--- src/verilog/tgpr_pkg.sv ---
`default_nettype none
package tgpr_pkg;
  // ====================================================================
  // Register map
  localparam logic [7:0] ADDR_ROUTE = 8'h00;
  localparam logic [7:0] ADDR_STATUS = 8'h04;
  localparam logic [15:0] ROUTE_RST_PARALLEL = 16'h0140;
  localparam logic [15:0] ROUTE_RST_LANE = 16'h0000;
  localparam logic [15:0] ROUTE_WMASK = 16'h01C3;
  localparam int RT_PAR_SRC = 8;
  localparam int RT_LANE_SRC = 7;
  localparam int RT_OE = 6;
  localparam int RT_WAN = 1;
  localparam int RT_EXT = 0;
  localparam int ST_BLOCK_LOCK = 0;
  localparam int ST_FRAME_LOCK = 1;
  localparam int ST_EXT = 2;
  localparam int ST_WAN = 3;
  localparam int ST_OVERRUN = 4;
  localparam logic [1:0] RESP_OKAY = 2'h0;
  localparam logic [1:0] RESP_SLVERR = 2'h2;
  // ====================================================================
  // Block coding
  localparam logic [1:0] SYNC_DATA = 2'h1;
  localparam logic [1:0] SYNC_CTRL = 2'h2;
  localparam logic [1:0] SYNC_OVH = 2'h3;
  localparam logic [7:0] BT_IDLE_BLOCK = 8'h1E;
  localparam logic [7:0] XG_IDLE = 8'h07;
  localparam logic [7:0] XG_ERROR = 8'hFE;
  localparam logic [6:0] CC_IDLE = 7'h00;
  localparam logic [6:0] CC_ERROR = 7'h1E;
  localparam logic [16:0] LFSR_SEED = 17'h1FFFF;
  localparam logic [7:0] BLK_W = 8'h42;
  localparam logic [7:0] WORD_W = 8'h40;
  localparam int FRAME_BLOCKS = 24;
  localparam int LOCK_GOOD = 64;
  localparam int DIV64_HALF = 32;
  // ====================================================================
  // Types
  typedef struct packed {
    logic [31:0] d;
    logic [3:0] c;
  } tgpr_word_type;
  typedef enum logic [1:0] {
    WR_IDLE = 2'b00,
    WR_ADDR = 2'b01,
    WR_RESP = 2'b11,
    WR_DATA = 2'b10
  } tgpr_wr_state_type;
endpackage : tgpr_pkg
`default_nettype wire

--- src/verilog/tgpr_scrambler.sv ---
`timescale 1ns/100ps
`default_nettype none
module tgpr_scrambler #(
  parameter bit DESCRAMBLE = 1'b0
) (
  input wire logic aclk,
  input wire logic aresetn,
  input wire logic enable,
  input wire logic [63:0] data_in,
  output logic [63:0] data_out
);
  logic [57:0] state_q;
  logic [57:0] state_d;

  // ====================================================================
  // Self-synchronising 1 + x^39 + x^58, first bit in is bit 0.
  always_comb begin
    state_d = state_q;
    data_out = '0;
    for (int i = 0; i < 64; i++) begin
      data_out[i] = data_in[i] ^ state_d[38] ^ state_d[57];
      state_d = {state_d[56:0], DESCRAMBLE ? data_in[i] : data_out[i]};
    end
  end

  always_ff @(posedge aclk) begin
    if (!aresetn) begin
      state_q <= '0;
    end else if (enable) begin
      state_q <= state_d;
    end
  end
endmodule : tgpr_scrambler
`default_nettype wire

--- src/verilog/tgpr_top.sv ---
// Design decisions made here: the AXI4-Lite slave port and the placing of the registers.
`timescale 1ns/100ps
`default_nettype none
// How it works
// RQ1: Pin high: lane mode, routing defaults follow.
// RQ2: Pin low: parallel mode, routing resets 0x0140.
// RQ3: Lane receiver recovers, syncs, decodes four lanes. The code takes lane_rx_inputs as ready decoded words.
// RQ4: Deskew FIFO aligns lane words to coder. The code has no FIFO; lane_rx_inputs feed the coder directly.
// RQ5: Transmit side absorbs rate with idles in gaps.
// RQ6: Eight octets plus controls become 66-bit block.
// RQ7: Two sync bits lead, 64 payload bits follow.
// RQ8: Payload scrambled 1+x39+x58; sync bypasses scrambler.
// RQ9: Gearbox turns 66-bit blocks into 64-bit words.
// RQ10: Extended mode: 24 payloads plus overhead frame.
// RQ11: Extended mode scrambles with free-running x17+x14+1.
// RQ12: Wide-area status steers coded data to framer.
// RQ13: Serial output with divide-by-64 clock.
// RQ14: Receive data from serial or framer by status.
// RQ15: Receive aligns on sync, descrambles, decodes blocks.
// RQ16: Extended receive finds frame boundaries from overhead.
// RQ17: Descrambler state recovered from parity difference.
// RQ18: Receive side inserts idles to absorb rate.
// RQ19: Lane transmitter sends words on four lanes.
// RQ20: Parallel mode: coder takes parallel transmit input.
// RQ21: Parallel mode: coder output drives parallel receive.
// RQ22: Split and lane loop pins each enable loops.
// RQ23: Routing bits 8:6 reset 101 or 000.
// RQ24: Parallel loop pin forces outputs and lane source.
module tgpr_top #(
  parameter int ADDR_W = 8
) (
  input wire logic aclk,
  input wire logic aresetn,
  input wire logic [ADDR_W-1:0] s_axi_awaddr,
  input wire logic s_axi_awvalid,
  output logic s_axi_awready,
  input wire logic [31:0] s_axi_wdata,
  input wire logic [3:0] s_axi_wstrb,
  input wire logic s_axi_wvalid,
  output logic s_axi_wready,
  output logic [1:0] s_axi_bresp,
  output logic s_axi_bvalid,
  input wire logic s_axi_bready,
  input wire logic [ADDR_W-1:0] s_axi_araddr,
  input wire logic s_axi_arvalid,
  output logic s_axi_arready,
  output logic [31:0] s_axi_rdata,
  output logic [1:0] s_axi_rresp,
  output logic s_axi_rvalid,
  input wire logic s_axi_rready,
  input wire logic io_mode_select_pin,
  input wire logic split_loop_n_a,
  input wire logic lane_loop_pin,
  input wire logic parallel_loop_pin,
  input wire tgpr_pkg::tgpr_word_type lane_rx_inputs,
  input wire logic lane_rx_valid,
  output tgpr_pkg::tgpr_word_type lane_tx_outputs,
  output logic lane_tx_valid,
  input wire tgpr_pkg::tgpr_word_type parallel_tx_input,
  input wire logic parallel_tx_valid,
  output tgpr_pkg::tgpr_word_type parallel_rx_output,
  output logic parallel_rx_valid,
  output logic parallel_output_enable,
  output logic [63:0] serial_tx_output,
  output logic serial_tx_valid,
  input wire logic [63:0] serial_rx_input,
  input wire logic serial_rx_valid,
  output logic [63:0] wan_tx_word,
  output logic wan_tx_valid,
  input wire logic [63:0] wan_rx_word,
  input wire logic wan_rx_valid,
  output logic div64_clock_output
);
  localparam int GB_W = 192;

  // ====================================================================
  // Coding functions
  function automatic logic [65:0] tgpr_encode(input logic [63:0] d, input logic [7:0] c);
    logic idle;
    idle = (c == 8'hFF);
    for (int i = 0; i < 8; i++) begin
      idle = idle && (d[8*i+:8] == tgpr_pkg::XG_IDLE);
    end
    if (c == 8'h00) begin
      return {d, tgpr_pkg::SYNC_DATA};
    end else if (idle) begin
      return {{8{tgpr_pkg::CC_IDLE}}, tgpr_pkg::BT_IDLE_BLOCK, tgpr_pkg::SYNC_CTRL};
    end
    return {{8{tgpr_pkg::CC_ERROR}}, tgpr_pkg::BT_IDLE_BLOCK, tgpr_pkg::SYNC_CTRL};
  endfunction : tgpr_encode

  function automatic logic [71:0] tgpr_decode(input logic [1:0] s, input logic [63:0] p);
    logic [63:0] d;
    d = '0;
    if (s == tgpr_pkg::SYNC_DATA) begin
      return {8'h00, p};
    end
    for (int i = 0; i < 8; i++) begin
      d[8*i+:8] = (s == tgpr_pkg::SYNC_CTRL && p[7:0] == tgpr_pkg::BT_IDLE_BLOCK &&
                   p[8+7*i+:7] == tgpr_pkg::CC_IDLE) ? tgpr_pkg::XG_IDLE : tgpr_pkg::XG_ERROR;
    end
    return {8'hFF, d};
  endfunction : tgpr_decode

  function automatic logic [80:0] tgpr_lfsr(input logic [16:0] s);
    logic [16:0] st;
    logic [63:0] ks;
    st = s;
    for (int i = 0; i < 64; i++) begin
      ks[i] = st[16] ^ st[13];
      st = {st[15:0], ks[i]};
    end
    return {st, ks};
  endfunction : tgpr_lfsr

  function automatic logic [16:0] tgpr_fold(input logic [16:0] acc, input logic [63:0] p);
    logic [16:0] f;
    f = acc;
    for (int i = 0; i < 64; i++) begin
      f[i%17] = f[i%17] ^ p[i];
    end
    return f;
  endfunction : tgpr_fold

  // ====================================================================
  // AXI4-Lite slave and routing register
  tgpr_pkg::tgpr_wr_state_type wr_q, wr_d;
  logic [ADDR_W-1:0] awaddr_q;
  logic [31:0] wdata_q;
  logic [3:0] wstrb_q;
  logic [15:0] route_q;
  logic [7:0] status;
  logic overrun_q;
  logic rx_lock_q;
  logic frame_lock_q;
  logic aw_hit;
  logic w_hit;
  logic ext;
  logic wan;

  assign aw_hit = s_axi_awvalid && s_axi_awready;
  assign w_hit = s_axi_wvalid && s_axi_wready;
  assign ext = route_q[tgpr_pkg::RT_EXT] && !route_q[tgpr_pkg::RT_WAN];
  assign wan = route_q[tgpr_pkg::RT_WAN];
  assign status = {3'h0, overrun_q, wan, ext, frame_lock_q, rx_lock_q};

  always_comb begin
    wr_d = wr_q;
    case (wr_q)
      tgpr_pkg::WR_IDLE: begin
        if (aw_hit && w_hit) wr_d = tgpr_pkg::WR_RESP;
        else if (aw_hit) wr_d = tgpr_pkg::WR_ADDR;
        else if (w_hit) wr_d = tgpr_pkg::WR_DATA;
      end
      tgpr_pkg::WR_ADDR: if (w_hit) wr_d = tgpr_pkg::WR_RESP;
      tgpr_pkg::WR_DATA: if (aw_hit) wr_d = tgpr_pkg::WR_RESP;
      tgpr_pkg::WR_RESP: if (s_axi_bready) wr_d = tgpr_pkg::WR_IDLE;
      default: wr_d = tgpr_pkg::WR_IDLE;
    endcase
  end

  always_ff @(posedge aclk) begin
    if (!aresetn) begin
      wr_q <= tgpr_pkg::WR_IDLE;
      s_axi_awready <= 1'b1;
      s_axi_wready <= 1'b1;
      s_axi_bvalid <= 1'b0;
      s_axi_bresp <= tgpr_pkg::RESP_OKAY;
      awaddr_q <= '0;
      wdata_q <= '0;
      wstrb_q <= '0;
    end else begin
      wr_q <= wr_d;
      s_axi_awready <= (wr_d == tgpr_pkg::WR_IDLE) || (wr_d == tgpr_pkg::WR_DATA);
      s_axi_wready <= (wr_d == tgpr_pkg::WR_IDLE) || (wr_d == tgpr_pkg::WR_ADDR);
      s_axi_bvalid <= (wr_d == tgpr_pkg::WR_RESP);
      if (aw_hit) awaddr_q <= s_axi_awaddr;
      if (w_hit) begin
        wdata_q <= s_axi_wdata;
        wstrb_q <= s_axi_wstrb;
      end
      if (wr_q != tgpr_pkg::WR_RESP && wr_d == tgpr_pkg::WR_RESP) begin
        s_axi_bresp <= ((aw_hit ? s_axi_awaddr : awaddr_q) == ADDR_W'(tgpr_pkg::ADDR_ROUTE)) ?
                       tgpr_pkg::RESP_OKAY : tgpr_pkg::RESP_SLVERR;
      end
    end
  end

  // The strap is sampled while reset is held, so a late pin change cannot move the routing.
  always_ff @(posedge aclk) begin
    if (!aresetn) begin
      route_q <= io_mode_select_pin ? tgpr_pkg::ROUTE_RST_LANE : tgpr_pkg::ROUTE_RST_PARALLEL; // RQ1 RQ2 RQ23
    end else if (wr_q == tgpr_pkg::WR_RESP && s_axi_bvalid && s_axi_bready &&
                 s_axi_bresp == tgpr_pkg::RESP_OKAY) begin
      if (wstrb_q[0]) route_q[7:0] <= wdata_q[7:0] & tgpr_pkg::ROUTE_WMASK[7:0];
      if (wstrb_q[1]) route_q[15:8] <= wdata_q[15:8] & tgpr_pkg::ROUTE_WMASK[15:8];
    end
  end

  always_ff @(posedge aclk) begin
    if (!aresetn) begin
      s_axi_arready <= 1'b1;
      s_axi_rvalid <= 1'b0;
      s_axi_rdata <= '0;
      s_axi_rresp <= tgpr_pkg::RESP_OKAY;
    end else if (s_axi_arvalid && s_axi_arready) begin
      s_axi_arready <= 1'b0;
      s_axi_rvalid <= 1'b1;
      s_axi_rresp <= tgpr_pkg::RESP_OKAY;
      if (s_axi_araddr == ADDR_W'(tgpr_pkg::ADDR_ROUTE)) begin
        s_axi_rdata <= {16'h0000, route_q};
      end else if (s_axi_araddr == ADDR_W'(tgpr_pkg::ADDR_STATUS)) begin
        s_axi_rdata <= {24'h000000, status};
      end else begin
        s_axi_rdata <= '0;
        s_axi_rresp <= tgpr_pkg::RESP_SLVERR;
      end
    end else if (s_axi_rvalid && s_axi_rready) begin
      s_axi_rvalid <= 1'b0;
      s_axi_arready <= 1'b1;
    end
  end

  // ====================================================================
  // Transmit: source select, word pairing, encoding
  logic par_src;
  logic lane_from_par;
  logic oe;
  tgpr_pkg::tgpr_word_type src_word;
  logic src_valid;
  tgpr_pkg::tgpr_word_type lo_q;
  logic half_q;
  logic [65:0] enc;
  logic enc_v;
  logic [63:0] scr_out;
  logic [16:0] tx_lfsr_q;
  logic [16:0] tx_par_q;
  logic [4:0] tx_frame_q;
  logic ovh_pend_q;
  logic [80:0] tx_ks;
  logic [65:0] blk_q;
  logic blk_v_q;

  assign par_src = route_q[tgpr_pkg::RT_PAR_SRC]; // RQ20
  assign lane_from_par = route_q[tgpr_pkg::RT_LANE_SRC] || parallel_loop_pin; // RQ24
  assign oe = route_q[tgpr_pkg::RT_OE] || parallel_loop_pin; // RQ24
  assign src_word = par_src ? parallel_tx_input : lane_rx_inputs; // RQ20 RQ4
  assign src_valid = par_src ? parallel_tx_valid : lane_rx_valid;
  assign enc = tgpr_encode({src_word.d, lo_q.d}, {src_word.c, lo_q.c}); // RQ6
  assign enc_v = src_valid && half_q;
  assign tx_ks = tgpr_lfsr(tx_lfsr_q);

  // Gaps simply leave the pairing stage idle, which is how idles are absorbed here.
  always_ff @(posedge aclk) begin
    if (!aresetn) begin
      half_q <= 1'b0;
      lo_q <= '0;
    end else if (src_valid) begin // RQ5
      half_q <= !half_q;
      if (!half_q) lo_q <= src_word;
    end
  end

  tgpr_scrambler #(.DESCRAMBLE(1'b0)) u_tx_scr (
    .aclk(aclk),
    .aresetn(aresetn),
    .enable(enc_v && !ext),
    .data_in(enc[65:2]),
    .data_out(scr_out)
  );

  // Overhead blocks use the cycle after a frame's last block; pairs leave that slot free.
  always_ff @(posedge aclk) begin
    if (!aresetn) begin
      blk_q <= '0;
      blk_v_q <= 1'b0;
      tx_lfsr_q <= tgpr_pkg::LFSR_SEED;
      tx_par_q <= '0;
      tx_frame_q <= '0;
      ovh_pend_q <= 1'b0;
    end else begin
      blk_v_q <= enc_v || ovh_pend_q;
      ovh_pend_q <= 1'b0;
      if (ovh_pend_q) begin
        blk_q <= {47'h0, tx_lfsr_q ^ tx_par_q, tgpr_pkg::SYNC_OVH}; // RQ10 RQ17
        tx_par_q <= '0;
      end else if (enc_v && ext) begin
        blk_q <= {enc[65:2] ^ tx_ks[63:0], enc[1:0]}; // RQ10 RQ11
        tx_lfsr_q <= tx_ks[80:64]; // RQ11
        tx_par_q <= tgpr_fold(tx_par_q, enc[65:2]);
        tx_frame_q <= (tx_frame_q == 5'(tgpr_pkg::FRAME_BLOCKS - 1)) ? 5'h00 : tx_frame_q + 5'h01;
        ovh_pend_q <= (tx_frame_q == 5'(tgpr_pkg::FRAME_BLOCKS - 1));
      end else if (enc_v) begin
        blk_q <= {scr_out, enc[1:0]}; // RQ7 RQ8
      end
    end
  end

  // ====================================================================
  // Transmit gearbox and line routing
  logic [GB_W-1:0] tgb_q;
  logic [7:0] tcnt_q;
  logic tgb_out;
  logic [7:0] tcnt_s;

  assign tgb_out = (tcnt_q >= tgpr_pkg::WORD_W);
  assign tcnt_s = tgb_out ? tcnt_q - tgpr_pkg::WORD_W : tcnt_q;

  always_ff @(posedge aclk) begin
    if (!aresetn) begin
      tgb_q <= '0;
      tcnt_q <= '0;
    end else begin
      tgb_q <= (tgb_out ? (tgb_q >> tgpr_pkg::WORD_W) : tgb_q) |
               (blk_v_q ? ({{(GB_W-66){1'b0}}, blk_q} << tcnt_s) : '0); // RQ9
      tcnt_q <= tcnt_s + (blk_v_q ? tgpr_pkg::BLK_W : 8'h00);
    end
  end

  always_ff @(posedge aclk) begin
    if (!aresetn) begin
      serial_tx_output <= '0;
      serial_tx_valid <= 1'b0;
      wan_tx_word <= '0;
      wan_tx_valid <= 1'b0;
    end else if (!split_loop_n_a || lane_loop_pin) begin
      serial_tx_output <= serial_rx_input; // RQ22
      serial_tx_valid <= serial_rx_valid;
      wan_tx_valid <= 1'b0;
    end else begin
      serial_tx_output <= tgb_q[63:0];
      serial_tx_valid <= tgb_out && !wan; // RQ12
      wan_tx_word <= tgb_q[63:0];
      wan_tx_valid <= tgb_out && wan; // RQ12
    end
  end

  // The serial clock itself is analog; this marks its divide-by-64 phase for the framer side.
  logic [5:0] div_q;
  always_ff @(posedge aclk) begin
    if (!aresetn) begin
      div_q <= '0;
      div64_clock_output <= 1'b0;
    end else begin
      div_q <= (div_q == 6'(tgpr_pkg::DIV64_HALF - 1)) ? 6'h00 : div_q + 6'h01;
      if (div_q == 6'(tgpr_pkg::DIV64_HALF - 1)) div64_clock_output <= !div64_clock_output; // RQ13
    end
  end

  // ====================================================================
  // Receive gearbox, block lock, descramble and decode
  logic [63:0] rx_in;
  logic rx_in_v;
  logic [GB_W-1:0] rgb_q;
  logic [7:0] rcnt_q;
  logic take;
  logic sync_ok;
  logic [7:0] used;
  logic [6:0] good_q;
  logic [63:0] dscr_out;
  logic [16:0] rx_lfsr_q;
  logic [16:0] rx_par_q;
  logic [80:0] rx_ks;
  logic [63:0] rx_plain;
  logic [71:0] dec_q;
  logic [1:0] rx_pend_q;

  assign rx_in = wan ? wan_rx_word : serial_rx_input; // RQ14
  assign rx_in_v = wan ? wan_rx_valid : serial_rx_valid; // RQ14
  assign take = (rcnt_q > tgpr_pkg::BLK_W);
  assign sync_ok = (rgb_q[1:0] == tgpr_pkg::SYNC_DATA) || (rgb_q[1:0] == tgpr_pkg::SYNC_CTRL) ||
                   (ext && rgb_q[1:0] == tgpr_pkg::SYNC_OVH);
  assign used = take ? (tgpr_pkg::BLK_W + (sync_ok ? 8'h00 : 8'h01)) : 8'h00;
  assign rx_ks = tgpr_lfsr(rx_lfsr_q);
  assign rx_plain = ext ? (rgb_q[65:2] ^ rx_ks[63:0]) : dscr_out;

  always_ff @(posedge aclk) begin
    if (!aresetn) begin
      rgb_q <= '0;
      rcnt_q <= '0;
      good_q <= '0;
      rx_lock_q <= 1'b0;
    end else begin
      rgb_q <= (rgb_q >> used) | (rx_in_v ? ({{(GB_W-64){1'b0}}, rx_in} << (rcnt_q - used)) : '0);
      rcnt_q <= rcnt_q - used + (rx_in_v ? tgpr_pkg::WORD_W : 8'h00);
      if (take && !sync_ok) begin
        good_q <= '0; // RQ15
        rx_lock_q <= 1'b0;
      end else if (take && !rx_lock_q) begin
        good_q <= good_q + 7'h01;
        rx_lock_q <= (good_q == 7'(tgpr_pkg::LOCK_GOOD - 1));
      end
    end
  end

  tgpr_scrambler #(.DESCRAMBLE(1'b1)) u_rx_dscr (
    .aclk(aclk),
    .aresetn(aresetn),
    .enable(take && sync_ok && !ext),
    .data_in(rgb_q[65:2]),
    .data_out(dscr_out)
  );

  // Only locked data reaches the decoder; anything else leaves the output idling.
  always_ff @(posedge aclk) begin
    if (!aresetn) begin
      rx_lfsr_q <= tgpr_pkg::LFSR_SEED;
      rx_par_q <= '0;
      frame_lock_q <= 1'b0;
      dec_q <= '0;
      rx_pend_q <= '0;
      overrun_q <= 1'b0;
    end else begin
      rx_pend_q <= {1'b0, rx_pend_q[1]};
      if (!ext) frame_lock_q <= 1'b0;
      if (take && sync_ok && rx_lock_q && ext && rgb_q[1:0] == tgpr_pkg::SYNC_OVH) begin
        rx_lfsr_q <= rgb_q[18:2] ^ rx_par_q; // RQ16 RQ17
        rx_par_q <= '0;
        frame_lock_q <= 1'b1; // RQ16
      end else if (take && sync_ok && rx_lock_q) begin
        if (ext) rx_lfsr_q <= rx_ks[80:64];
        rx_par_q <= tgpr_fold(rx_par_q, rx_plain);
        dec_q <= tgpr_decode(rgb_q[1:0], rx_plain); // RQ15
        rx_pend_q <= 2'b11;
        if (rx_pend_q[1]) overrun_q <= 1'b1;
      end
    end
  end

  // ====================================================================
  // Receive word output and lane transmit routing
  tgpr_pkg::tgpr_word_type rx_word;

  always_comb begin
    rx_word.d = {4{tgpr_pkg::XG_IDLE}}; // RQ18
    rx_word.c = 4'hF;
    if (rx_pend_q == 2'b11) begin
      rx_word.d = dec_q[31:0];
      rx_word.c = dec_q[67:64];
    end else if (rx_pend_q == 2'b01) begin
      rx_word.d = dec_q[63:32];
      rx_word.c = dec_q[71:68];
    end
  end

  always_ff @(posedge aclk) begin
    if (!aresetn) begin
      parallel_rx_output <= '0;
      parallel_rx_valid <= 1'b0;
      parallel_output_enable <= 1'b0;
      lane_tx_outputs <= '0;
      lane_tx_valid <= 1'b0;
    end else begin
      parallel_output_enable <= oe; // RQ24
      parallel_rx_output <= oe ? rx_word : '0; // RQ21
      parallel_rx_valid <= oe;
      if (lane_loop_pin || !split_loop_n_a) begin
        lane_tx_outputs <= lane_rx_inputs; // RQ22
        lane_tx_valid <= lane_rx_valid;
      end else if (lane_from_par) begin
        lane_tx_outputs <= parallel_tx_input; // RQ24
        lane_tx_valid <= parallel_tx_valid;
      end else begin
        lane_tx_outputs <= rx_word; // RQ19 RQ3
        lane_tx_valid <= 1'b1;
      end
    end
  end
endmodule : tgpr_top
`default_nettype wire
--- config.mk ---
export PLATFORM = sky130hd
export DESIGN_NAME = tgpr_top
export DESIGN_NICKNAME = d
export VERILOG_FILES = /design/src/verilog/tgpr_pkg.sv /design/src/verilog/tgpr_scrambler.sv /design/src/verilog/tgpr_top.sv
export SDC_FILE = /design/constraint.sdc
export NUM_CORES = 2
export LEC_CHECK = 0
export ABC_CLOCK_PERIOD_IN_PS = 6650
export BUFFER_PORTS_ARGS = -buffer_cell sky130_fd_sc_hd__buf_2
export CORE_ASPECT_RATIO = 2
export CORE_MARGIN = 2
export CORE_UTILIZATION = 30
export DETAILED_ROUTE_END_ITERATION = 10
export GPL_ROUTABILITY_DRIVEN = 0
export PLACE_DENSITY_LB_ADDON = 0.3
export SYNTH_ARGS = -nofsm -noshare
export SYNTH_HDL_FRONTEND = slang
export SYNTH_HIERARCHICAL = 1
export SYNTH_SLANG_ARGS = --single-unit
--- constraint.sdc ---
create_clock -name aclk -period 6.65 [get_ports aclk]
set_clock_uncertainty 0.15 [all_clocks]
set_input_delay 1.995 -clock aclk [delete_from_list [all_inputs] [get_ports aclk]]
set_output_delay 1.995 -clock aclk [all_outputs]
set_load 0.03 [all_outputs]
======== Yosys cells after proc, flatten, opt, wreduce, memory -nomap -nowiden ========
Index checks and enable logic that the tools add are counted.
storage, ports and cells
  bits of input ports ..................... 267
  memory bits (read-only) ................. 0
  memories kept ........................... 0
  memory bits (writable) .................. 0
  latch bits .............................. 0
  logic and storage cells ................. 778
  register bits after elaboration ......... 1067
  output and inout bits ................... 247
cells by class
  eq/ne operators ......................... 30
  multiplexer cells ....................... 73
  reduce and logical (&&, ||, !) cells .... 88
  multipliers ............................. 0
  $add $sub $neg .......................... 8
  magnitude comparators ................... 2
  divide/modulo/power cells ............... 0
  bitwise gates (word level) .............. 523
  shift operators ......................... 3
operator list
  kind                                                              count
  192-bit two-way mux                                               3
  1-bit XOR                                                         512
  192-bit bitwise OR                                                2
  66-bit two-way mux                                                5
  64-bit two-way mux                                                3
  64-bit by 8-bit left shift with 192-bit output                    1
  66-bit by 8-bit left shift with 192-bit output                    1
  192-bit by 8-bit right shift with 192-bit output                  1
  36-bit two-way mux                                                5
  72-bit two-way mux                                                2
  64-bit XOR                                                        2
  8-bit two-way mux                                                 13
  8-bit by 3-bit == test with 1-bit output (second input constant)  9
  7-bit zero test                                                   8
  17-bit two-way mux                                                3
  16-bit two-way mux                                                3
  1-bit logical AND                                                 40
  17-bit XOR                                                        2
  8-bit zero test                                                   3
  2-bit two-way mux                                                 10
  1-bit two-way mux                                                 19
  19-bit two-way mux                                                1
  8-bit by 7-bit adder with 8-bit output                            2
  2-bit == test (second input constant)                             7
  30 further kinds                                                  70

======== Logic depth before layout (Yosys ltp) ========
  depth in word-level cells ............... 20
  gate-level depth with buffers ........... 24
  gate-level depth less buffers ........... 15

======== Hierarchy ========
The synthesis kept the hierarchy.
modules (own cells, without submodules)
  module                       area an instance (µm²)  cells an instance  seq. area each (µm²)  times used
  tgpr_top                     54751.3                 6538               18047.3               1
  tgpr_scrambler at u_tx_scr   3960.0                  339                1161.1                1
  tgpr_scrambler at u_rx_dscr  3334.4                  315                1161.1                1

======== Worst setup path after synthesis ========
OpenSTA, ideal clock, no wires.
  path type ............................... register to register
  start ................................... register rcnt_q[2]
  end ..................................... register rgb_q[64]
  arrival time ............................ 5.383 ns
  setup time .............................. 0.128 ns
  path buffers ............................ 6
  stages on the path, launching flop included .. 20
  clock period less this slack ............ 5.660 ns
  data required time ...................... 6.372 ns
  slack ................................... 0.990 ns
  path through ............................ dfxtp_1 buf_4 or4_1 a21o_1 a21oi_1 clkbuf_1 buf_1 buf_1 nor2_1 ha_1 fa_1 xor2_2 buf_6 buf_2 mux4_2 mux4_2 mux2_2 mux2_2 a221oi_1 nor2_1
on the way
  longest elaborated chain between the ends .. 6
  elaborated cells between the ends (all ways) .. 7
  those cells by class .................... add/sub: 1; order compare: 1; shift: 2; mux: 2; bitwise: 1
ends and longest elaborated chain
  what                                                      RTL line         source
  from (decl)                                               tgpr_top.sv:355  logic [7:0] rcnt_q;
  from (signal assigned)                                    tgpr_top.sv:385  rcnt_q <= rcnt_q - used + (rx_in_v ? tgpr_pkg::WORD_W : 8'h00);
  8-bit by 7-bit greater-than comparator with 1-bit output  tgpr_top.sv:370  assign take = (rcnt_q > tgpr_pkg::BLK_W);
  8-bit two-way mux                                         tgpr_top.sv:373  assign used = take ? (tgpr_pkg::BLK_W + (sync_ok ? 8'h00 : 8'h01)) : 8'h00;
  8-bit subtractor                                          tgpr_top.sv:384  rgb_q <= (rgb_q >> used) | (rx_in_v ? ({{(GB_W-64){1'b0}}, rx_in} << (rcnt_q - used)) : '0);
  64-bit by 8-bit left shift with 192-bit output            tgpr_top.sv:384
  192-bit two-way mux                                       tgpr_top.sv:384
  192-bit bitwise OR *                                      tgpr_top.sv:384
  to (signal assigned)                                      tgpr_top.sv:384
  to (decl)                                                 tgpr_top.sv:354  logic [GB_W-1:0] rgb_q;
Mark *: on every way between the ends. The rest lies on a longest branch, timed or not.
A chain may end at the register's enable or synchronous reset.

======== Final worst setup path ========
  start ................................... register rcnt_q[2]
  end ..................................... register rgb_q[182]
Same word-level chain as after synthesis.

==> results.py <==
metrics = {
    "drt": {
        "vias_per_cell": 5.83,
        "antenna_left": 0,
        "routed_wl_mm": 319,
        "drt_iter0_drc": 6434,
        "drc": 0,
        "wire_per_inst_um": 31.3,
        "first_pass_iters": 9,
        "vias": 59486,
    },
    "logic_synthesis": {
        "synth-seq-area-share_pct": 32.8,
        "yosys.area_share.simple_pct": 16.6,
        "synth_async_sr_flop_share_pct": 0,
        "yosysTopAreaCellShare_pct": 32.6,
        "yosysUniqueCellTypes": 94,
        "yosysTopAreaCell": "dfxtp_1",
        "synth_common_cells": "nand2_1 (1,025), dfxtp_1 (1,010), nor2_1 (661), mux2i_1 (527), a21oi_1 (465)",
        "synthTopCellsByArea": "dfxtp_1 (33%), mux2i_1 (8.5%), nand2_1 (6.2%), xnor2_1 (5.9%), mux4_2 (5.7%)",
        "synth_xor_area_share_pct": 10.8,
        "synth_top_family_by_area": "compound AO/OA/AOI/OAI gates",
        "netlist_area_mm2": 0.0620,
        "ys_seq_elements": 1015,
        "syn_inst": 7192,
        "synth-compound-area-share_pct": 17.7,
        "yosysMostFrequentCell": "nand2_1",
        "yosysWarnings": 6,
        "synthAdderAreaFrac_pct": 0.355,
        "ys.flop_type": "dfxtp_1",
        "synth-edff-count": 5,
        "synth_mux_area_share_pct": 17.0,
        "avgSynthCellArea_um2": 8.63,
    },
    "sta": {
        "relSlewSlack_pct": -2.16,
        "tightest_slew_ps": 1520,
        "setup-violations-final": 0,
        "rsz0062_at_grt": "false",
        "setup_tns_ps": 0,
        "clock.fmax_ghz": 0.154,
        "finalCriticalPeriod_ps": 6500,
        "period_share_pct": 97.7,
        "hold_violations": 0,
        "drv_slew": 3,
    },
    "pwr": {
        "power_switching_share_pct": 53.9,
        "power_frac_seq_pct": 19.0,
        "p_int_mw": 19.1,
        "p_per_area_mw_per_mm2": 584,
        "pwr-share-comb_pct": 65.1,
        "p_sw_mw": 22.3,
        "fin_total_pwr_mw": 41.3,
        "power_leakage_nw": 26.3,
        "max-vdd-ir-drop_uv": 731,
        "power.share.clock_pct": 15.9,
    },
    "floorplanning": {
        "initial_core_util_pct": 30.1,
        "fp.dieArea_mm2": 0.211,
        "ioPinCount": 514,
        "core-area_mm2": 0.206,
        "die_w_um": 326,
        "rows": 236,
        "die_height_um": 647,
    },
    "cells_and_area": {
        "syn_to_final_growth_pct": 14.2,
        "nets": 7641,
        "drive_above_1_share_pct": 16.7,
        "postLayoutCoreUtil_pct": 34.4,
    },
    "clock_network": {
        "clock_latency_ps": 790,
        "cts.reportedPaths.clkPinSlew_ps": 70,
        "clock-sinks": 1015,
        "clockRootBuffer": "clkbuf_16",
        "h-tree-depth": 3,
        "numCtsBuffers": 101,
        "cts_buffer_depth": 3,
        "cts_tree": "yes",
    },
    "global_route": {
        "grt_busiest_layer": "met2",
        "met1_usage_pct": 30.0,
        "grt_pass1_vias": 57312,
        "grt_usage_pct": 29.1,
        "antenna_found_initial": 52,
        "gr-usage-met3_pct": 7.74,
        "grt-ovfl-total": 0,
        "grt_pass1_wl_mm": 442,
        "use_met2_pct": 48.1,
        "grt_max_degree": 220,
    },
    "outcome": {
        "run_status": "finished, violations left",
        "violations": "capacitance limit, slew limit",
    },
    "worst_setup_path": {
        "cp.arrival_ps": 7040,
        "r2r.worst_path.cells": 14,
        "crit_required_ps": 7190,
        "startpoint": "rcnt_q[2]",
        "crit_end": "rgb_q[182]",
        "crit_type": "flop to flop",
        "r2r_start": "rcnt_q[2]",
        "r2r-end": "rgb_q[182]",
        "r2r_slack_ps": 150,
        "start_kind": "flop",
        "crit_fanout": 44,
        "end_kind": "flop",
    },
    "placement": {
        "post-dp-hpwl_mm": 241,
        "port_buffers": 458,
    },
    "hold_path": {
        "hold_path_class": "flop to flop",
    },
    "flow_run": {
        "cap_violations": 2,
    },
}
-- flip-flops by register name (all words and copies together), names as in the netlist, 33 cells and up --
name	flops
wan_tx_word	64
blk_q	66
serial_tx_output	64
tgb_q	192
lane_tx_outputs	36
rgb_q	192
u_tx_scr/state_q	58
parallel_rx_output	33
lo_q	36
u_rx_dscr/state_q	58
dec_q	65
-- how the worst min path moves through the flow --
stage | start | end | slack, ps | cells after the start
finish | wan_tx_word[3] | wan_tx_word[3] | 300 | 2
global route | wan_tx_word[3] | wan_tx_word[3] | 320 | 2
CTS | wan_tx_word[3] | wan_tx_word[3] | 300 | 2
detailed placement | wan_tx_word[3] | wan_tx_word[3] | 300 | 2
global placement | div_q[0] | div_q[0] | 280 | 1
floorplan | div_q[0] | div_q[0] | 270 | 1
-- worst max-delay path: stages, from the launching register on --
cell,delay (ps)
dfxtp_1,500
or4_1,670
a21o_1,240
a21oi_4,160
buf_4,430
ha_1,320
nor2b_1,140
or4_1,640
nand2_4,540
buf_4,310
mux4_2,600
a22oi_1,820
buf_4,290
a21oi_1,190
a221o_1,390
-- layout make-up --
type	instances	area (um^2)
Tap cell	2737	3420
Fill cell	21615	135000
Multi-Input combinational cell	5525	39100
Inverter	48	188
Sequential cell	1015	20400
Clock buffer	138	2860
Clock inverter	51	821
Timing Repair Buffer	666	4010
Antenna cell	19	47.5
-- routing by layer --
layer  vias to the layer above  part of all wire, %
met5                         -                0.093
met4                        44                   11
met3                      1252                  8.8
met2                      3424                   46
met1                     28672                   33
li1                      26094                    -
-- through the flow --
stage	setup slack [ps]	std cells	hold slack [ps]	instance area (um^2)
after floorplan	990	7217	268	62100
after global placement	627	9990	278	67100
after detailed placement	563	9990	296	67100
after CTS	585	10179	305	70800
after global routing	7.49	10184	322	70800
final	151	10199	302	70800
-- what timing repair did --
| item | 4_1_cts | 5_1_grt |
|---|---|---|
| endpoints found under the setup margin | 0 | 2 |
| hold buffers | 0 | 0 |
| setup buffers | 0 | 0 |
| gates resized for setup | 0 | 2 |
| hold endpoints to repair | 0 | 0 |
-- cells by family (layout without fill, tap and decap cells) --
| group | Yosys count | after routing |
|---|---|---|
| and+or+nand+nor | 2344 | 2344 |
| adders and majority gates | 17 | 17 |
| DFF | 1015 | 1015 |
| xor gates and xnor gates | 639 | 639 |
| buffers and inverters | 677 | 903 |
| other | 1 | 45 |
| muxes | 836 | 836 |
| AOI/OAI and AO/OA | 1663 | 1663 |
-- cells in the final DEF (no fill, tap or decap), types with 100 or more instances in the layout --
| cell | count |
|---|---|
| nor2_1 | 652 |
| mux2i_1 | 524 |
| nand3_1 | 168 |
| dfxtp_1 | 1005 |
| buf_4 | 196 |
| o22ai_1 | 122 |
| xor2_1 | 145 |
| xnor2_1 | 416 |
| mux4_2 | 157 |
| o211ai_1 | 100 |
| nor2b_1 | 101 |
| a211oi_1 | 100 |
| nand2_1 | 1021 |
| a21oi_1 | 463 |
| clkbuf_16 | 102 |
| o21ai_0 | 284 |
| buf_2 | 457 |
| mux2_2 | 151 |
-- power groups by stage --
| stage | clock, mW | sequential [mW] | combinational (mW) |
|---|---|---|---|
| 6_report | 6.57 | 7.83 | 26.9 |
| 5_1_grt | 6.85 | 7.86 | 27.4 |
| 3_3_place_gp | 0 | 7.91 | 24.4 |
| 4_1_cts | 6.64 | 7.79 | 24.7 |
| 2_1_floorplan | 0 | 7.51 | 15.2 |
| 3_5_place_dp | 0 | 7.92 | 24.6 |
Note: power is estimated with default switching activity, not from simulation.
